===== src/common/pdf_pkg.sv =====
package pdf_pkg;

    // ------------------------------------------------------------
    // Formats
    // ------------------------------------------------------------
    localparam int          DIGITS       = 18;
    localparam logic [6:0]  LOAD_STEPS   = 7'h12;
    localparam logic [6:0]  DABBLE_STEPS = 7'h40;
    localparam logic [14:0] EXT_BIAS     = 15'h3FFF;
    localparam logic [14:0] EXT_INT_TOP  = 15'h403E;
    localparam logic [14:0] EXT_EXP_MAX  = 15'h7FFF;
    localparam logic [14:0] SGL_BIAS     = 15'h007F;
    localparam logic [63:0] MAX_MAG      = 64'h0DE0_B6B3_A763_FFFF;
    localparam logic [79:0] BCD_INDEF    = 80'hFFFF_C000_0000_0000_0000;
    localparam logic [3:0]  DIGIT_MAX    = 4'h9;

    // ------------------------------------------------------------
    // Field positions
    // ------------------------------------------------------------
    localparam int SIGN_BIT   = 79;
    localparam int EXP_LSB    = 64;
    localparam int INT_BIT    = 63;
    localparam int FRAC_MSB   = 62;
    localparam int SGL_FR_LSB = 40;

    // ------------------------------------------------------------
    // Reset values
    // ------------------------------------------------------------
    localparam logic [79:0] RST_WIDE  = 80'h0;
    localparam logic [31:0] RST_SGL   = 32'h0;
    localparam logic [63:0] RST_MAG   = 64'h0;
    localparam logic [71:0] RST_BCD   = 72'h0;
    localparam logic [14:0] RST_EXP   = 15'h0;
    localparam logic [6:0]  RST_CNT   = 7'h0;
    localparam logic [6:0]  RST_VALUE = 7'h0;

    typedef enum logic [1:0] {
        PDF_OP_LOAD_DECIMAL_TO_FLOAT,
        PDF_OP_STORE_DECIMAL_AND_POP,
        PDF_OP_DIGIT_CHECK
    } pdf_op_t;

    typedef enum {
        PDF_IDLE,
        PDF_LOAD_ACC,
        PDF_LOAD_NORM,
        PDF_STORE_SHIFT,
        PDF_STORE_DABBLE
    } pdf_state_t;

endpackage


===== src/rtl/pdf_convert.sv =====
`timescale 1ns/1ns
// Functional notes
// - A decimal digit is four bits, valid values zero to nine.
// - Unpacked digit value comes from the low nibble of the byte.
// - In packed bytes the upper nibble digit is more significant.
// - 80-bit decimal holds 18 digits in nine low bytes, LSD at byte zero.
// - Sign is top bit of the top byte; other seven bits ignored.
// - Negative decimals are sign-magnitude; only the sign bit differs.
// - Magnitude is at most ten to the eighteenth minus one.
// - Decimal load converts exactly to double extended float.
// - Masked invalid store writes the decimal indefinite pattern.
// - Float is sign, integer bit plus fraction, and power-of-two exponent.
// - Single-precision exponent carries a bias of 127.
// - Nonzero significands normalize to integer one, exponent down per shift.
// - Extended integer bit is bit 63, fraction top bit 62.
// - Extended exponent bias is 16383; format is ten bytes.
module pdf_convert (
    input  wire logic        clk,
    input  wire logic        reset,
    input  wire logic        start,
    input  wire logic [1:0]  op,
    input  wire logic [79:0] bcd_in,
    input  wire logic [79:0] fp_in,
    input  wire logic [7:0]  byte_in,
    input  wire logic        byte_packed,
    input  wire logic        byte_muldiv,
    output logic             busy,
    output logic             done,
    output logic [79:0]      fp_out,
    output logic [31:0]      single_out,
    output logic [79:0]      bcd_out,
    output logic             invalid,
    output logic             digit_error,
    output logic [6:0]       digit_value
);

    typedef struct packed {
        pdf_pkg::pdf_state_t state;
        logic [63:0]         mag;
        logic [71:0]         bcd;
        logic [14:0]         exp;
        logic                sign;
        logic [6:0]          cnt;
        logic                busy;
        logic                done;
        logic [79:0]         fp_out;
        logic [31:0]         single_out;
        logic [79:0]         bcd_out;
        logic                invalid;
        logic                digit_error;
        logic [6:0]          digit_value;
    } pdf_regs_t;

    pdf_regs_t   r_reg;
    pdf_regs_t   r_next;
    logic [71:0] adj;

    // ------------------------------------------------------------
    // Double-dabble digit correction
    // ------------------------------------------------------------
    genvar gi;
    generate
        for (gi = 0; gi < pdf_pkg::DIGITS; gi++)
        begin : g_adj
            always_comb
            begin
                if (r_reg.bcd[4*gi +: 4] > 4'h4)
                    adj[4*gi +: 4] = r_reg.bcd[4*gi +: 4] + 4'h3;
                else
                    adj[4*gi +: 4] = r_reg.bcd[4*gi +: 4];
            end
        end
    endgenerate

    // ------------------------------------------------------------
    // Next state
    // ------------------------------------------------------------
    always_comb
    begin
        logic [3:0]  dig;
        logic [3:0]  hi;
        logic [3:0]  lo;
        logic [14:0] sexp;
        dig  = r_reg.bcd[71:68];
        hi   = byte_in[7:4];
        lo   = byte_in[3:0];
        sexp = r_reg.exp - pdf_pkg::EXT_BIAS + pdf_pkg::SGL_BIAS;
        r_next      = r_reg;
        r_next.done = 1'b0;
        unique case (r_reg.state)
            pdf_pkg::PDF_IDLE:
            begin
                if (start)
                begin
                    r_next.invalid     = 1'b0;
                    r_next.digit_error = 1'b0;
                    if (op == 2'(pdf_pkg::PDF_OP_LOAD_DECIMAL_TO_FLOAT))
                    begin
                        r_next.sign  = bcd_in[pdf_pkg::SIGN_BIT];
                        r_next.bcd   = bcd_in[71:0];
                        r_next.mag   = pdf_pkg::RST_MAG;
                        r_next.exp   = pdf_pkg::EXT_INT_TOP;
                        r_next.cnt   = pdf_pkg::LOAD_STEPS;
                        r_next.busy  = 1'b1;
                        r_next.state = pdf_pkg::PDF_LOAD_ACC;
                    end
                    else if (op == 2'(pdf_pkg::PDF_OP_STORE_DECIMAL_AND_POP))
                    begin
                        r_next.sign = fp_in[pdf_pkg::SIGN_BIT];
                        r_next.exp  = fp_in[78:pdf_pkg::EXP_LSB];
                        r_next.mag  = fp_in[pdf_pkg::INT_BIT:0];
                        r_next.bcd  = pdf_pkg::RST_BCD;
                        if (fp_in[78:pdf_pkg::EXP_LSB] == pdf_pkg::EXT_EXP_MAX ||
                            fp_in[78:pdf_pkg::EXP_LSB] > pdf_pkg::EXT_INT_TOP)
                        begin
                            // Infinity, NaN or far too large
                            r_next.bcd_out = pdf_pkg::BCD_INDEF;
                            r_next.invalid = 1'b1;
                            r_next.done    = 1'b1;
                        end
                        else if (fp_in[78:pdf_pkg::EXP_LSB] < pdf_pkg::EXT_BIAS)
                        begin
                            // Below one truncates to zero
                            r_next.mag   = pdf_pkg::RST_MAG;
                            r_next.cnt   = pdf_pkg::DABBLE_STEPS;
                            r_next.busy  = 1'b1;
                            r_next.state = pdf_pkg::PDF_STORE_DABBLE;
                        end
                        else
                        begin
                            r_next.cnt   = 7'(pdf_pkg::EXT_INT_TOP - fp_in[78:pdf_pkg::EXP_LSB]);
                            r_next.busy  = 1'b1;
                            r_next.state = pdf_pkg::PDF_STORE_SHIFT;
                        end
                    end
                    else
                    begin
                        r_next.done = 1'b1;
                        if (byte_packed)
                        begin
                            r_next.digit_value = 7'({3'h0, hi} * 7'h0A + {3'h0, lo});
                            r_next.digit_error = (hi > pdf_pkg::DIGIT_MAX) || (lo > pdf_pkg::DIGIT_MAX);
                        end
                        else
                        begin
                            r_next.digit_value = {3'h0, lo};
                            // Nonzero high nibble only matters for mul/div
                            r_next.digit_error = (lo > pdf_pkg::DIGIT_MAX) ||
                                                 (byte_muldiv && hi != 4'h0);
                        end
                    end
                end
            end
            pdf_pkg::PDF_LOAD_ACC:
            begin
                // Most significant digit first: mag = mag*10 + digit
                r_next.mag = (r_reg.mag << 3) + (r_reg.mag << 1) + {60'h0, dig};
                if (dig > pdf_pkg::DIGIT_MAX)
                    r_next.digit_error = 1'b1;
                r_next.bcd = {r_reg.bcd[67:0], 4'h0};
                r_next.cnt = r_reg.cnt - 7'h01;
                if (r_reg.cnt == 7'h01)
                    r_next.state = pdf_pkg::PDF_LOAD_NORM;
            end
            pdf_pkg::PDF_LOAD_NORM:
            begin
                if (r_reg.mag == pdf_pkg::RST_MAG)
                begin
                    // Zero keeps its sign, integer bit clear
                    r_next.fp_out     = {r_reg.sign, 79'h0};
                    r_next.single_out = {r_reg.sign, 31'h0};
                    r_next.busy       = 1'b0;
                    r_next.done       = 1'b1;
                    r_next.state      = pdf_pkg::PDF_IDLE;
                end
                else if (r_reg.mag[pdf_pkg::INT_BIT])
                begin
                    r_next.fp_out     = {r_reg.sign, r_reg.exp, r_reg.mag};
                    // Single copy truncates the fraction
                    r_next.single_out = {r_reg.sign, sexp[7:0],
                                         r_reg.mag[pdf_pkg::FRAC_MSB:pdf_pkg::SGL_FR_LSB]};
                    r_next.busy       = 1'b0;
                    r_next.done       = 1'b1;
                    r_next.state      = pdf_pkg::PDF_IDLE;
                end
                else
                begin
                    r_next.mag = {r_reg.mag[62:0], 1'b0};
                    r_next.exp = r_reg.exp - 15'h0001;
                end
            end
            pdf_pkg::PDF_STORE_SHIFT:
            begin
                if (r_reg.cnt == pdf_pkg::RST_CNT)
                begin
                    if (r_reg.mag > pdf_pkg::MAX_MAG)
                    begin
                        r_next.bcd_out = pdf_pkg::BCD_INDEF;
                        r_next.invalid = 1'b1;
                        r_next.busy    = 1'b0;
                        r_next.done    = 1'b1;
                        r_next.state   = pdf_pkg::PDF_IDLE;
                    end
                    else
                    begin
                        r_next.cnt   = pdf_pkg::DABBLE_STEPS;
                        r_next.state = pdf_pkg::PDF_STORE_DABBLE;
                    end
                end
                else
                begin
                    // Fraction bits drop: truncation toward zero
                    r_next.mag = {1'b0, r_reg.mag[63:1]};
                    r_next.cnt = r_reg.cnt - 7'h01;
                end
            end
            pdf_pkg::PDF_STORE_DABBLE:
            begin
                r_next.bcd = {adj[70:0], r_reg.mag[63]};
                r_next.mag = {r_reg.mag[62:0], 1'b0};
                r_next.cnt = r_reg.cnt - 7'h01;
                if (r_reg.cnt == 7'h01)
                begin
                    r_next.bcd_out = {r_reg.sign, 7'h00, adj[70:0], r_reg.mag[63]};
                    r_next.busy    = 1'b0;
                    r_next.done    = 1'b1;
                    r_next.state   = pdf_pkg::PDF_IDLE;
                end
            end
        endcase
    end

    // ------------------------------------------------------------
    // State register
    // ------------------------------------------------------------
    always_ff @(posedge clk or posedge reset)
    begin
        if (reset)
        begin
            r_reg.state       <= pdf_pkg::PDF_IDLE;
            r_reg.mag         <= pdf_pkg::RST_MAG;
            r_reg.bcd         <= pdf_pkg::RST_BCD;
            r_reg.exp         <= pdf_pkg::RST_EXP;
            r_reg.sign        <= 1'b0;
            r_reg.cnt         <= pdf_pkg::RST_CNT;
            r_reg.busy        <= 1'b0;
            r_reg.done        <= 1'b0;
            r_reg.fp_out      <= pdf_pkg::RST_WIDE;
            r_reg.single_out  <= pdf_pkg::RST_SGL;
            r_reg.bcd_out     <= pdf_pkg::RST_WIDE;
            r_reg.invalid     <= 1'b0;
            r_reg.digit_error <= 1'b0;
            r_reg.digit_value <= pdf_pkg::RST_VALUE;
        end
        else
            r_reg <= r_next;
    end

    assign busy        = r_reg.busy;
    assign done        = r_reg.done;
    assign fp_out      = r_reg.fp_out;
    assign single_out  = r_reg.single_out;
    assign bcd_out     = r_reg.bcd_out;
    assign invalid     = r_reg.invalid;
    assign digit_error = r_reg.digit_error;
    assign digit_value = r_reg.digit_value;

endmodule


===== config.mk =====
export PLATFORM = sky130hd
export DESIGN_NAME = pdf_convert
export DESIGN_NICKNAME = d
export VERILOG_FILES = /design/src/common/pdf_pkg.sv /design/src/rtl/pdf_convert.sv
export SDC_FILE = /design/constraint.sdc
export NUM_CORES = 1
export LEC_CHECK = 0
export ABC_AREA = 1
export ABC_CLOCK_PERIOD_IN_PS = 27600
export BUFFER_PORTS_ARGS = -buffer_cell sky130_fd_sc_hd__buf_2
export CORE_MARGIN = 3
export CORE_UTILIZATION = 55
export DETAILED_ROUTE_END_ITERATION = 8
export PLACE_DENSITY_LB_ADDON = 0.3
export RECOVER_POWER = 100
export SYNTH_ARGS = -nofsm -noshare
export SYNTH_HDL_FRONTEND = slang
export SYNTH_SLANG_ARGS = --single-unit
export TNS_END_PERCENT = 20

===== constraint.sdc =====
create_clock -name clk -period 27.6 [get_ports clk]
set_clock_uncertainty 0.2 [all_clocks]
set_input_delay 5.52 -clock clk [delete_from_list [all_inputs] [get_ports clk]]
set_output_delay 5.52 -clock clk [all_outputs]
set_load 0.02 [all_outputs]

[Word level (Yosys, flattened, before mapping)]
Cells that the tools add are included.
Word-level totals
  input bits: 175
  output and inout bits: 203
  register bits after elaboration: 394
  logic and storage cells: 188
Cells by class
  bitwise operators: 2
  reduce and logical (&&, ||, !) cells: 32
  eq/ne operators: 23
  multiplexer cells: 65
  add/sub/neg operators: 26
  multiply operators: 1
  magnitude comparators: 24
Operator list (number)
  96-bit case mux with 5 select lines: 1
  192-bit 2-to-1 mux: 2
  81-bit 2-to-1 mux: 4
  64-bit 2-to-1 mux: 4
  80-bit case mux with 3 select lines: 1
  114-bit 2-to-1 mux: 2
  72-bit case mux with 3 select lines: 1
  193-bit 2-to-1 mux: 1
  89-bit 2-to-1 mux: 2
  32-bit 2-to-1 mux: 5
  96-bit 2-to-1 mux: 1
  80-bit 2-to-1 mux: 1
  4-bit by 3-bit > comparator with 1-bit output (second input constant): 18
  4-bit by 2-bit adder with 4-bit output (second input constant): 17
  4-bit 2-to-1 mux: 17
  64-bit by 4-bit adder with 64-bit output: 1
  64-bit adder: 1
  32-bit by 2-bit equality test with 1-bit output (second input constant): 2
  64-bit by 60-bit > comparator with 1-bit output (second input constant): 1
  64-bit logical NOT: 1
  32-bit by 1-bit equality test with 1-bit output (second input constant): 1
  32-bit by 3-bit equality test with 1-bit output (second input constant): 1
  32-bit logical NOT: 1
  8-bit 2-to-1 mux: 4
  40 further kinds: 83

[Logic depth before layout (Yosys ltp)]
  depth after elaboration: 8
  depth in mapped cells: 19
  depth with buffers taken out: 19

[Worst setup path after synthesis]
No wires, ideal clock.
  path type: input-to-reg
  from: in byte_in[5]
  to: reg digit_value[6] (netlist name)
  data required time: 27.273 ns
  library setup time: 0.127 ns
  path slack: 20.369 ns
  arrival: 6.905 ns
  buffers on the path: 0
  cell stages on the path: 7
  cell sequence: ha_1 -> ha_1 -> inv_1 -> fa_1 -> nor3_1 -> xor2_1 -> o21ai_0
On the way
  word-level cells in the longest chain between the ends: 3
RTL lines
  start, declared: line pdf_convert.sv:24  | input wire logic [7:0] byte_in,
  4-bit by 3-bit multiplier with 6-bit output: line pdf_convert.sv:141  | r_next.digit_value = 7'({3'h0, hi} * 7'h0A + {3'h0, lo});
  7-bit by 4-bit adder with 7-bit output: line pdf_convert.sv:141
  8-bit 2-to-1 mux: line pdf_convert.sv:139  | if (byte_packed)
Every way passes these cells.
A chain may end at the register's enable or synchronous reset.

==> flow_summary.ini <==
[cells_and_area]
final_nets = 4269
syn_to_final_growth_pct = 6.52
largest_register_ffs = 162
drive_gt1_share_pct = 6.99
number_of_filler_instances_in_the_final_layout = 4600
final_cells = 4577

[sta]
setup-tns-final_ns = 0
timing.final.crit_share_pct = 44.4
slew_violations = 830
setup_viol = 0
min_setup_slack_post_route_ns = 15.34
timing.fmax_mhz = 81.6
final_period_minus_worst_setup_slack_ns = 12.26
rsz_0062_raised_after_global_routing = false
max_slew_margin_pct = -301
timing.final.hold_violations = 0
worst-slew-pin-transition_ns = 5.98

[detailed_routing]
vias = 25100
antenna_left = 0
avgViaCountPerCell = 5.49
routed_wl_mm = 79.6
avgRoutedWirePerCell_um = 17.4
drt_first_iter_violations = 2598
post-route-drc-count = 0
drtPass1Iterations = 7

[clock_network]
cts.root.buffer_cell = sky130_fd_sc_hd__clkbuf_16
total_clock_buffers_created_by_cts = 37
clock_h_tree_levels = 2
ctsResizeCount = 0
path_clk_slew_ns = 0.06
tritoncts_clock_tree = built
post-cts-setup-buffers = 0
worstSkewPairLatency_ns = 0.58
clkSinkCount = 328
ctsLongestPathBuffers = 3
ctsHoldBuffers = 0

[pwr]
power.ir.vdd_worst_v = 0.0000721
switchingPower_mw = 1.96
netSwitchingFraction_pct = 53.7
power_density_mw_per_mm2 = 133
post-layout-total-power_mw = 3.64
clk_pwr_share_pct = 13.9
leakage_power_nw = 14.7
power.combinational.fraction_pct = 61.1
power_report.internal_total_mw = 1.69
share_seq_of_total_power_pct = 25.1

[setup_path]
critPathLaunch = reset
cp.required_ns = 27.20
critPathArrivalTime_ns = 11.86
end_kind = asynchronous set/reset pin
reg2reg_slack_ns = 19.94
critPathKind = primary input to asynchronous set/reset pin
worstPathMaxFanout = 135
critical_path.reg2reg.startpoint = r_reg[362]$_DFFE_PP0P_
timing.critical_path.from_type = primary input

[yosys]
combinational_family_with_the_most_area_after_synthesis = simple AND/OR/NAND/NOR gates
post_synth_edffs = 0
postSynth.asyncResetShare_pct = 100
synthesis.instances = 3828
yosys_warnings = 0
post_synth_mux_area_share_pct = 0
synth_largest_area_cell = sky130_fd_sc_hd__dfrtp_1
synth_seq_area_share_pct = 32.0
synth.lib_cells_used.distinct = 47
synthDominantCellAreaShare_pct = 32.0
yosys.area_share.xor_xnor_pct = 0.888
syn_nets = 4160
post_synth.cell_area_avg_sq_um = 6.70
synth_fa_ha_area_share_pct = 7.78
synth_compound_area_share_pct = 14.9
synth.top_cells.by_count = sky130_fd_sc_hd__nand2_1 (1068), sky130_fd_sc_hd__inv_1 (585), sky130_fd_sc_hd__dfrtp_1 (328), sky130_fd_sc_hd__nor2_1 (311), sky130_fd_sc_hd__nand3_1 (241)
synth_simple_gate_area_share_pct = 27.8
yosysMostFrequentCell = sky130_fd_sc_hd__nand2_1
top_post_synthesis_cells_by_area = sky130_fd_sc_hd__dfrtp_1 (32%), sky130_fd_sc_hd__nand2_1 (16%), sky130_fd_sc_hd__inv_1 (8.6%)
yosys_most_used_dff = sky130_fd_sc_hd__dfrtp_1
synth_seq_cells = 328
synth_area_sq_mm = 0.0257

[outcome]
violations = capacitance limit, slew limit
status = finished with violations

[global_route]
grt_start_max_net_pins = 136
grt_use_total_pct = 31.4
number_of_antenna_violations_at_the_first_check_in_global_routing = 14
number_of_global_route_vias_before_repair = 23000
overflow = 0
grt_pass1_wl_mm = 125

[floorplanning]
chipWidth_um = 222
design.die.area_sq_mm = 0.0493
rows = 78
die_y_um = 222
initial_core_util_pct = 56.0
core_area_sq_mm = 0.0458
floorplan.io_pins = 378

[hold_path]
hp-start = bcd_out[47]$_DFFE_PP0P_
hold_class = register to register

[placed_design]
place_hpwl_mm = 60.4
dpl.cell_count = 4498
gpl.final_weighted_congestion = 0.993
port-buffer-count = 370
dp_slack_ns = 19.15

[run]
drv.max_cap_violation_count = 11
[critical path, cell delays in order]
cell and delay [ns]:
sky130_fd_sc_hd__clkbuf_1 0.08, sky130_fd_sc_hd__clkinvlp_2 3.28, sky130_fd_sc_hd__clkbuf_1 2.85
[power groups by stage]
stage	Sequential, mW	Combinational (mW)	Clock [mW]
after floorplan	0.841	1.82	0
after global placement	0.902	2.18	0
after detailed placement	0.904	2.23	0
after CTS	0.900	2.24	0.511
after global routing	0.938	2.51	0.532
final	0.913	2.22	0.505
[cell families (layout without fill, tap and decap cells)]
kind of cell    Yosys count  count (layout)
flops                   328             328
compound gates          654             654
xor+xnor                 26              26
buf+inv                 920            1057
fa+ha+maj               157             157
other cells               0              12
simple gates           1743            1743
[layer usage]
metal | GRT usage, % | share of wire [%] | vias to the layer above
met5 | 0 | 0.035 | -
met4 | 11.7 | 3.7 | 4
met3 | 5.68 | 8.1 | 146
met2 | 48.9 | 45 | 1011
met1 | 43.7 | 43 | 11700
li1 | - | - | 12300
[placed cells by master (no fill, tap or decap), types with 7 or more instances in the layout]
master and count:
sky130_fd_sc_hd__nand2_1 1071, sky130_fd_sc_hd__inv_1 589, sky130_fd_sc_hd__dfrtp_1 328, sky130_fd_sc_hd__nor2_1 313, sky130_fd_sc_hd__o21ai_0 245, sky130_fd_sc_hd__nand3_1 241, sky130_fd_sc_hd__a21oi_1 221, sky130_fd_sc_hd__clkbuf_1 216
sky130_fd_sc_hd__buf_2 164, sky130_fd_sc_hd__ha_1 153, sky130_fd_sc_hd__a22oi_1 94, sky130_fd_sc_hd__nor3_1 45, sky130_fd_sc_hd__clkbuf_16 37, sky130_fd_sc_hd__nand4_1 34, sky130_fd_sc_hd__a32oi_1 23, sky130_fd_sc_hd__xor2_1 20
sky130_fd_sc_hd__o211ai_1 19, sky130_fd_sc_hd__or2_2 16, sky130_fd_sc_hd__inv_2 14, sky130_fd_sc_hd__diode_2 12, sky130_fd_sc_hd__clkinv_2 12, sky130_fd_sc_hd__clkbuf_8 10, sky130_fd_sc_hd__nor4_1 8, sky130_fd_sc_hd__o21bai_1 8
sky130_fd_sc_hd__a211oi_1 7
[path summary, 6_finish.rpt]
check / end / cells past startpoint
setup / recovery: r_reg[339]$_DFFE_PP0P_ / 3
hold / removal: bcd_out[47]$_DFFE_PP0P_ / 2
setup reg to reg: bcd_out[30]$_DFFE_PP0P_ / 10
hold reg to reg: bcd_out[47]$_DFFE_PP0P_ / 2
max in group clk: bcd_out[30]$_DFFE_PP0P_ / 10
min in group asynchronous: r_reg[214]$_DFFE_PP0P_ / 2
[stage by stage]
| stage | util, % | area (sq um) | hold slack (ns) |
|---|---|---|---|
| floorplan | - | 25700 | 0.243 |
| global placement | 57.7 | 26400 | 0.252 |
| detailed placement | 57.7 | 26400 | 0.253 |
| CTS | 60.4 | 27700 | 0.268 |
| global route | 59.7 | 27300 | 0.289 |
| finish | 59.7 | 27300 | 0.268 |
[final cells by class]
class | count | area, sq um | area share, %
diodes | 12 | 30.0 | 0.110
clock buffers | 49 | 1070 | 3.92
clock inverters | 18 | 176 | 0.646
inverters | 606 | 2280 | 8.33
multi-input cells | 2580 | 13100 | 48.1
flip-flops and latches | 328 | 8210 | 30.0
well taps | 600 | 751 | 2.75
repair buffers | 384 | 1670 | 6.11
No activity file was read; power rests on OpenSTA's default activity.
